===== config.mk =====
export PLATFORM = sky130hd
export DESIGN_NAME = laser_shutdown_soak_ber_control
export DESIGN_NICKNAME = d
export VERILOG_FILES = /design/src/design/laser_soak_pkg.sv /design/src/design/laser_shutdown_soak_ber_control.sv
export VERILOG_INCLUDE_DIRS = /design/src /design/src/design
export SDC_FILE = /design/constraint.sdc
export NUM_CORES = 1
export LEC_CHECK = 0
export BUFFER_PORTS_ARGS = -buffer_cell sky130_fd_sc_hd__buf_2
export CAP_MARGIN = 20
export CORE_UTILIZATION = 45
export DETAILED_ROUTE_END_ITERATION = 12
export HOLD_SLACK_MARGIN = 0.05
export PLACE_DENSITY = 0.68
export SETUP_SLACK_MARGIN = 0.02
export SYNTH_ARGS = -nofsm -noshare
export SYNTH_HDL_FRONTEND = slang
export SYNTH_SLANG_ARGS = --single-unit

===== constraint.sdc =====
create_clock -name i_clk -period 5.7 [get_ports i_clk]
set_input_delay 0.57 -clock i_clk [delete_from_list [all_inputs] [get_ports i_clk]]
set_output_delay 0.57 -clock i_clk [all_outputs]
set_load 0.02 [all_outputs]

===== src/design/laser_soak_regs.svh =====
`ifndef LASER_SOAK_REGS_SVH
`define LASER_SOAK_REGS_SVH
// Register byte offsets
`define REG_CTRL 8'h00
`define REG_SOAK 8'h04
`define REG_CMD 8'h08
`define REG_STATUS 8'h0C
`define REG_IRQ_STAT 8'h10
`define REG_IRQ_MASK 8'h14
// Field positions
`define CMD_RESTART_BIT 0
`define IRQ_LOSS_BIT 0
`define IRQ_IN_SERVICE_BIT 1
`define IRQ_SF_BIT 2
`define IRQ_SD_BIT 3
// Reset values
`define CTRL_RESET 8'h00
`define SOAK_RESET 8'h00
`define IRQ_MASK_RESET 4'h0
// Timing
`define CLK_MHZ 200
`define SOAK_STEP_MINUTES 15
`define SOAK_MAX_HOURS 48
`define SOAK_MAX_STEPS (`SOAK_MAX_HOURS * 60 / `SOAK_STEP_MINUTES)
// Threshold exponents of the coarsest choice and the largest selection code
`define SF_BASE_EXP 4'h3
`define SD_BASE_EXP 4'h5
`define SEL_MAX 2'h2
`endif


===== src/design/laser_soak_pkg.sv =====
package laser_soak_pkg;
  typedef enum logic [1:0] {
    MODE_DISABLED = 2'b00,
    MODE_AUTO = 2'b01,
    MODE_MANUAL = 2'b10,
    MODE_TEST = 2'b11
  } laser_mode_type;

  typedef enum logic {
    LASER_OFF = 1'b0,
    LASER_ON = 1'b1
  } laser_state_type;

  typedef struct packed {
    logic [1:0] sd_sel;
    logic [1:0] sf_sel;
    logic framed;
    logic soak_arm;
    laser_mode_type mode;
  } ctrl_type;

  typedef struct packed {
    logic sd;
    logic sf;
    logic loss;
    logic in_service;
    logic laser_on;
  } status_type;
endpackage : laser_soak_pkg


===== src/design/laser_shutdown_soak_ber_control.sv =====
// What this block does
// - After reset the shutdown mode is disabled and the laser stays on despite loss.
// - Auto mode turns the laser off on loss and back on when it clears.
// - Manual mode turns off on loss and stays off until a restart command given after the loss has cleared.
// - Test mode lets a restart command turn the laser on for testing.
// - Armed soak moves the port in service after continuous valid input for the duration.
// - Soak duration spans zero to 48 hours in 15-minute steps only.
// - Framed traffic only: signal-fail threshold selectable as 1E-3, 1E-4 or 1E-5.
// - Framed traffic only: signal-degrade threshold selectable as 1E-5, 1E-6 or 1E-7.
//
// The address map and the AXI4-Lite slave port were chosen for this implementation.
`timescale 1ns/100ps
`default_nettype none
`include "laser_soak_regs.svh"

module laser_shutdown_soak_ber_control
  import laser_soak_pkg::*;
#(
  parameter longint unsigned STEP_CYCLES =
    64'(`SOAK_STEP_MINUTES) * 64'd60 * 64'd1000000 * 64'(`CLK_MHZ)
) (
  // Clock and reset
  input wire logic i_clk,
  input wire logic i_reset_n,
  // Line side
  input wire logic i_signal_loss,
  input wire logic [3:0] i_ber_exp,
  output logic o_laser_on,
  output logic o_in_service,
  output logic o_signal_fail,
  output logic o_signal_degrade,
  output logic o_irq,
  // AXI4-Lite write
  input wire logic [7:0] s_axi_awaddr,
  input wire logic s_axi_awvalid,
  output logic s_axi_awready,
  input wire logic [31:0] s_axi_wdata,
  input wire logic [3:0] s_axi_wstrb,
  input wire logic s_axi_wvalid,
  output logic s_axi_wready,
  output logic [1:0] s_axi_bresp,
  output logic s_axi_bvalid,
  input wire logic s_axi_bready,
  // AXI4-Lite read
  input wire logic [7:0] s_axi_araddr,
  input wire logic s_axi_arvalid,
  output logic s_axi_arready,
  output logic [31:0] s_axi_rdata,
  output logic [1:0] s_axi_rresp,
  output logic s_axi_rvalid,
  input wire logic s_axi_rready
);
  ////////////////////////////////////////////////////////////////////////////
  // Helpers
  function automatic logic [1:0] clamp_sel(input logic [1:0] sel);
    clamp_sel = (sel > `SEL_MAX) ? `SEL_MAX : sel;
  endfunction : clamp_sel
  function automatic logic [3:0] sel_exp(input logic [3:0] base, input logic [1:0] sel);
    sel_exp = base + {2'h0, sel};
  endfunction : sel_exp
  function automatic logic mapped(input logic [7:0] addr);
    mapped = (addr == `REG_CTRL) || (addr == `REG_SOAK) || (addr == `REG_CMD) ||
             (addr == `REG_STATUS) || (addr == `REG_IRQ_STAT) || (addr == `REG_IRQ_MASK);
  endfunction : mapped
  ////////////////////////////////////////////////////////////////////////////
  // State
  logic loss_meta_q, loss_sync_q, loss_prev_q;
  ctrl_type ctrl_q, ctrl_d;
  logic [7:0] soak_steps_q, soak_steps_d;
  logic restart_q, restart_d;
  laser_state_type laser_q, laser_d;
  logic in_service_q, in_service_d;
  logic [39:0] tick_q, tick_d;
  logic [7:0] step_q, step_d;
  logic sf_q, sf_d, sd_q, sd_d;
  logic [3:0] irq_stat_q, irq_stat_d, irq_mask_q, irq_mask_d, events;
  logic irq_q, irq_d;
  logic [7:0] awaddr_q, awaddr_d;
  logic aw_have_q, aw_have_d, w_have_q, w_have_d;
  logic [31:0] wdata_q, wdata_d;
  logic [3:0] wstrb_q, wstrb_d;
  logic bvalid_q, bvalid_d, rvalid_q, rvalid_d;
  logic [1:0] bresp_q, bresp_d, rresp_q, rresp_d;
  logic [31:0] rdata_q, rdata_d;
  logic do_write, wr_lo;
  status_type status;
  ////////////////////////////////////////////////////////////////////////////
  // Bus and registers
  assign s_axi_awready = !aw_have_q;
  assign s_axi_wready = !w_have_q;
  assign s_axi_arready = !rvalid_q;
  assign do_write = aw_have_q && w_have_q && !bvalid_q;
  assign wr_lo = do_write && wstrb_q[0];
  assign status = '{sd: sd_q, sf: sf_q, loss: loss_sync_q,
                    in_service: in_service_q, laser_on: laser_q};
  assign events = {sd_d && !sd_q, sf_d && !sf_q, in_service_d && !in_service_q,
                   loss_sync_q && !loss_prev_q};

  always_comb begin
    awaddr_d = awaddr_q;
    aw_have_d = aw_have_q;
    wdata_d = wdata_q;
    wstrb_d = wstrb_q;
    w_have_d = w_have_q;
    bvalid_d = bvalid_q;
    bresp_d = bresp_q;
    rvalid_d = rvalid_q;
    rresp_d = rresp_q;
    rdata_d = rdata_q;
    ctrl_d = ctrl_q;
    soak_steps_d = soak_steps_q;
    restart_d = 1'b0;
    irq_mask_d = irq_mask_q;
    irq_stat_d = irq_stat_q;
    if (s_axi_awvalid && !aw_have_q) begin
      awaddr_d = s_axi_awaddr;
      aw_have_d = 1'b1;
    end
    if (s_axi_wvalid && !w_have_q) begin
      wdata_d = s_axi_wdata;
      wstrb_d = s_axi_wstrb;
      w_have_d = 1'b1;
    end
    if (do_write) begin
      aw_have_d = 1'b0;
      w_have_d = 1'b0;
      bvalid_d = 1'b1;
      bresp_d = mapped(awaddr_q) ? 2'b00 : 2'b10;
    end else if (bvalid_q && s_axi_bready) begin
      bvalid_d = 1'b0;
    end
    if (wr_lo && awaddr_q == `REG_CTRL) begin
      ctrl_d = ctrl_type'(wdata_q[7:0]);
      ctrl_d.sf_sel = clamp_sel(wdata_q[5:4]);
      ctrl_d.sd_sel = clamp_sel(wdata_q[7:6]);
    end
    if (wr_lo && awaddr_q == `REG_SOAK) begin
      soak_steps_d = (wdata_q[7:0] > 8'(`SOAK_MAX_STEPS)) ? 8'(`SOAK_MAX_STEPS)
                                                          : wdata_q[7:0];
    end
    if (wr_lo && awaddr_q == `REG_CMD) begin
      restart_d = wdata_q[`CMD_RESTART_BIT];
    end
    if (wr_lo && awaddr_q == `REG_IRQ_MASK) begin
      irq_mask_d = wdata_q[3:0];
    end
    if (wr_lo && awaddr_q == `REG_IRQ_STAT) begin
      irq_stat_d = irq_stat_q & ~wdata_q[3:0];
    end
    irq_stat_d = irq_stat_d | events;
    irq_d = |(irq_stat_d & irq_mask_d);
    if (s_axi_arvalid && !rvalid_q) begin
      rvalid_d = 1'b1;
      rresp_d = mapped(s_axi_araddr) ? 2'b00 : 2'b10;
      unique case (s_axi_araddr)
        `REG_CTRL: rdata_d = {24'h0, ctrl_q};
        `REG_SOAK: rdata_d = {24'h0, soak_steps_q};
        `REG_STATUS: rdata_d = {27'h0, status};
        `REG_IRQ_STAT: rdata_d = {28'h0, irq_stat_q};
        `REG_IRQ_MASK: rdata_d = {28'h0, irq_mask_q};
        default: rdata_d = 32'h0;
      endcase
    end else if (rvalid_q && s_axi_rready) begin
      rvalid_d = 1'b0;
    end
  end
  ////////////////////////////////////////////////////////////////////////////
  // Laser shutdown
  always_comb begin
    laser_d = laser_q;
    unique case (ctrl_q.mode)
      MODE_DISABLED: laser_d = LASER_ON;
      MODE_AUTO: laser_d = loss_sync_q ? LASER_OFF : LASER_ON;
      MODE_MANUAL: begin
        if (loss_sync_q) begin
          laser_d = LASER_OFF;
        end else if (restart_q) begin
          laser_d = LASER_ON;
        end
      end
      MODE_TEST: begin
        if (restart_q) begin
          laser_d = LASER_ON;
        end
      end
    endcase
  end
  ////////////////////////////////////////////////////////////////////////////
  // In-service soak
  always_comb begin
    tick_d = tick_q;
    step_d = step_q;
    in_service_d = in_service_q;
    if (!ctrl_q.soak_arm) begin
      tick_d = 40'h0;
      step_d = 8'h0;
      in_service_d = 1'b0;
    end else if (!in_service_q) begin
      if (loss_sync_q) begin
        tick_d = 40'h0;
        step_d = 8'h0;
      end else if (step_q >= soak_steps_q) begin
        in_service_d = 1'b1;
      end else if (tick_q == 40'(STEP_CYCLES - 64'd1)) begin
        tick_d = 40'h0;
        step_d = step_q + 8'h1;
      end else begin
        tick_d = tick_q + 40'h1;
      end
    end
  end
  ////////////////////////////////////////////////////////////////////////////
  // Error-rate thresholds
  always_comb begin
    sf_d = ctrl_q.framed && (i_ber_exp != 4'h0) &&
           (i_ber_exp <= sel_exp(`SF_BASE_EXP, ctrl_q.sf_sel));
    sd_d = ctrl_q.framed && (i_ber_exp != 4'h0) &&
           (i_ber_exp <= sel_exp(`SD_BASE_EXP, ctrl_q.sd_sel));
  end
  ////////////////////////////////////////////////////////////////////////////
  // Registers
  always_ff @(posedge i_clk or negedge i_reset_n) begin
    if (!i_reset_n) begin
      loss_meta_q <= 1'b0;
      loss_sync_q <= 1'b0;
      loss_prev_q <= 1'b0;
      ctrl_q <= ctrl_type'(`CTRL_RESET);
      soak_steps_q <= `SOAK_RESET;
      restart_q <= 1'b0;
      laser_q <= LASER_ON;
      in_service_q <= 1'b0;
      tick_q <= 40'h0;
      step_q <= 8'h0;
      sf_q <= 1'b0;
      sd_q <= 1'b0;
      irq_stat_q <= 4'h0;
      irq_mask_q <= `IRQ_MASK_RESET;
      irq_q <= 1'b0;
      awaddr_q <= 8'h0;
      aw_have_q <= 1'b0;
      wdata_q <= 32'h0;
      wstrb_q <= 4'h0;
      w_have_q <= 1'b0;
      bvalid_q <= 1'b0;
      bresp_q <= 2'h0;
      rvalid_q <= 1'b0;
      rresp_q <= 2'h0;
      rdata_q <= 32'h0;
    end else begin
      loss_meta_q <= i_signal_loss;
      loss_sync_q <= loss_meta_q;
      loss_prev_q <= loss_sync_q;
      ctrl_q <= ctrl_d;
      soak_steps_q <= soak_steps_d;
      restart_q <= restart_d;
      laser_q <= laser_d;
      in_service_q <= in_service_d;
      tick_q <= tick_d;
      step_q <= step_d;
      sf_q <= sf_d;
      sd_q <= sd_d;
      irq_stat_q <= irq_stat_d;
      irq_mask_q <= irq_mask_d;
      irq_q <= irq_d;
      awaddr_q <= awaddr_d;
      aw_have_q <= aw_have_d;
      wdata_q <= wdata_d;
      wstrb_q <= wstrb_d;
      w_have_q <= w_have_d;
      bvalid_q <= bvalid_d;
      bresp_q <= bresp_d;
      rvalid_q <= rvalid_d;
      rresp_q <= rresp_d;
      rdata_q <= rdata_d;
    end
  end
  assign o_laser_on = laser_q;
  assign o_in_service = in_service_q;
  assign o_signal_fail = sf_q;
  assign o_signal_degrade = sd_q;
  assign o_irq = irq_q;
  assign s_axi_bvalid = bvalid_q;
  assign s_axi_bresp = bresp_q;
  assign s_axi_rvalid = rvalid_q;
  assign s_axi_rresp = rresp_q;
  assign s_axi_rdata = rdata_q;
endmodule : laser_shutdown_soak_ber_control
`default_nettype wire


==> run summary <==
unrepaired setup endpoints after global routing: no
die extent in x: 117 um
DRT Pass-1 Iters: 4
post-route antenna net violation count: 0
outcome: finished, final reports clean
CTS-repair resized insts: 0
antenna violations before repair: 0
DRT Wirelength: 12500 um
residual overflow from global routing: 0
post-route design area: 6540 um2
switching power share of the total: 30.7%
pin count of the biggest net entering global routing: 70
insertion delay to the later sink of the worst-skew pair: 0.35 ns
CTS buffer count: 9
final-report max-slew violation count: 0
fill cell instance count of the final layout: 1185
transition at the pin with the smallest max-transition slack: 0.990 ns
path category of the worst min-delay check: input port to asynchronous set/reset pin
EDFF count, synth: 0
number of instances in the synthesized netlist: 604
final setup TNS: 0 ns
share of the cycle needed by the critical path after routing: 63.2%
WP data arrival: 3.83 ns
I/O pins: 110
count of distinct cell types in the synthesized netlist: 59
count of inserted antenna diode cells: 0
critical path class: flip-flop to flip-flop
initial DRC count: 322
number of failing setup endpoints in the final timing report: 0
sequential-to-total area share from yosys stat: 47.4%
clock tree from TritonCTS: built
Routed WL per cell: 15.1 um
Total Routing Usage GR: 20.0%
number of buffer cells added on primary ports: 56
chip height: 117 um
via count of the first global-routing pass: 4325
Placed Area: 6230 um2
vias per std cell: 5.53
clock tree root driver cell: clkbuf_16
share of total power in sequential cells: 49.1%
worst voltage drop across the vdd grid: 0.000164 V
highest fanout seen on the critical path: 32
Slowest Stage Delay on Critical Path: 0.70 ns
Yosys warnings: 0
CP required: 5.92 ns
end of the worst register-to-register path: tick_q[17]$_DFFE_PN0P_
Pwr per Cell Area: 311 nW/um2
Gate power share: 19.8%
routability-driven placement congestion ratio: 0.807
cell with the largest stage delay on the worst path: a211oi_2
Int Power: 1410 uW
top achievable clock speed: 0.277 GHz
Post-Synthesis Cell Area: 5920 um2
max-capacitance violation count: 0
DR DRC count: 0
area of the die: 13600 um2
CTS H-Tree Depth: 3
primary flip-flop cell chosen by synthesis mapping: dfrtp_1
Final Hold Fails: 0
Register-to-Register Setup Slack: 2.10 ns
post-route minimum period: 3.60 ns
number of nets in the finished design: 732
Floorplan Core Area: 12700 um2
sequence of cells on the critical path: inv_1 > ha_1 > nand2b_1 > a2111o_1 > a211oi_2 > nor2_1 > buf_4 > or2_1 > o41ai_1
FFs w/ async S/R, synth: 100%
leakage power: 0.00281 uW
first-pass GRT wire length: 21100 um
total clock sinks: 112
Clock Skew: 0.0117 ns
switching power of the nets: 625 uW
nature of the critical path endpoint: flip-flop
Setup crit start kind: flip-flop
critical register-to-register path startpoint: step_q[0]$_DFFE_PN0P_
routed vias: 4570
placement row count: 41
clock-pin transition on the worst setup and hold timing paths: 0.07 ns
Synth-to-Final Area Change: 10.4%
slew margin rel.: 34.0%
Avg Cell Area, Syn: 9.80 um2
number of hold buffers added after cts: 0
placed wire-length estimate: 8830 um
Clk pwr share: 31.1%
largest buffer count on any clock path: 2
postcts setup bufs: 0
layout cells sized above 1: 17.3%
flop and latch count out of synthesis: 112
number of cells on the worst reg-to-reg path: 9
Starting Density: 46.5%
==> stage by stage <==
stage          cells  hold slack [ns]  utilization, %  worst slack, ns  power (uW)
3_5_place_dp     810            0.342            49.0             2.16        1420
3_3_place_gp     810            0.339            49.0             2.20        1400
4_1_cts          826            0.313            51.4             2.11        2050
5_1_grt          826            0.309            51.4             1.83        2150
2_1_floorplan    629            0.274               -             3.21        1300
6_report         826            0.328            51.4             2.10        2030
==> area by class of cell <==
cell class                 count  area (um2)  area share, %
timing repair buffer          62         328           5.02
multi-input combinational    431        2760           42.3
clock inverter                 3        21.3          0.325
sequential                   112        2800           42.9
inverter                      33         124           1.90
clock buffer                  13         280           4.29
tap                          172         215           3.29
==> cell usage after synthesis (11+ instances only) <==
cell        n  area share (%)
nand2_1    44             2.8
o21ai_0    67             5.7
ha_1       19             4.0
nor2_1     35             2.2
a31oi_1    13             1.4
inv_1      33             2.1
buf_4      28             3.6
nor2b_1    15             1.6
nand3_1    26             2.2
dfrtp_1   111              47
o31ai_1    23             2.9
a21oi_1    21             1.8
clkbuf_1   16             1.0
mux2_2     20             3.8
nand4_1    11             1.2
==> critical path, delay by kind of cell (launching register included) <==
kind,cells,cell delay (ns)
flops,1,0.41
fa+ha+maj,1,0.26
buf+inv,2,0.32
simple gates,3,0.83
compound gates,3,1.64
==> worst max-delay path by stage <==
stage	cells past startpoint	start	to	slack [ns]
6_report	9	step_q[0]$_DFFE_PN0P_	tick_q[17]$_DFFE_PN0P_	2.10
5_1_grt	9	step_q[0]$_DFFE_PN0P_	tick_q[17]$_DFFE_PN0P_	1.83
4_1_cts	9	step_q[0]$_DFFE_PN0P_	tick_q[17]$_DFFE_PN0P_	2.11
3_5_place_dp	9	step_q[0]$_DFFE_PN0P_	tick_q[17]$_DFFE_PN0P_	2.16
3_3_place_gp	9	step_q[0]$_DFFE_PN0P_	tick_q[17]$_DFFE_PN0P_	2.20
2_1_floorplan	9	step_q[0]$_DFFE_PN0P_	step_q[7]$_DFFE_PN0P_	3.21
==> metal layers <==
layer / vias up / GRT usage, % / wire length (um)
met3: 12 / 2.91 / 472
met4: 0 / 7.76 / 181
li1: 2244 / - / -
met2: 104 / 31.4 / 5730
met5: - / 0 / 0
met1: 2210 / 28.0 / 6120
==> cell usage in the layout (no fill, tap or decap), drive strengths merged, types with 4 or more instances in the layout <==
master | netlist | routed
or4 | 7 | 7
o2111ai | 5 | 5
nor2 | 36 | 36
a21o | 4 | 4
conb | 1 | 26
or3 | 8 | 8
nor4 | 7 | 7
xor2 | 9 | 9
nand3 | 27 | 27
a21oi | 21 | 21
a31oi | 13 | 13
ha | 19 | 19
mux4 | 4 | 4
buf | 37 | 62
nor2b | 15 | 15
nand4 | 11 | 11
nor3 | 10 | 10
mux2 | 20 | 20
o31ai | 23 | 23
o41ai | 9 | 9
nand2 | 44 | 44
and3 | 4 | 4
inv | 33 | 34
o21ai | 73 | 73
clkbuf | 16 | 13
dfrtp | 111 | 111
==> registers in the layout, summed over array words and instances, names as in the netlist, 4 cells and up <==
signal,flops
s_axi_rdata,8
irq_mask_q,4
soak_steps_q,8
step_q,8
awaddr_q,8
tick_q,40
wdata_q,8
irq_stat_q,4
ctrl_q,8
==> cells by family after synthesis <==
kind of cell,share of synthesized area [%]
and+or+nand+nor,16.6
AOI/OAI and AO/OA,17.6
DFF,47.4
buffers and inverters,7.52
muxes,5.50
adders and majority gates,4.02
xor gates and xnor gates,1.33
other,0.0634
==> power groups by stage <==
stage          logic [uW]  registers (uW)  clock network [uW]
2_1_floorplan         307             998                   0
3_3_place_gp          392            1010                   0
3_5_place_dp          404            1010                   0
4_1_cts               406             998                 648
5_1_grt               450            1020                 681
6_report              402             998                 633
(Power assumes the default switching activity.)
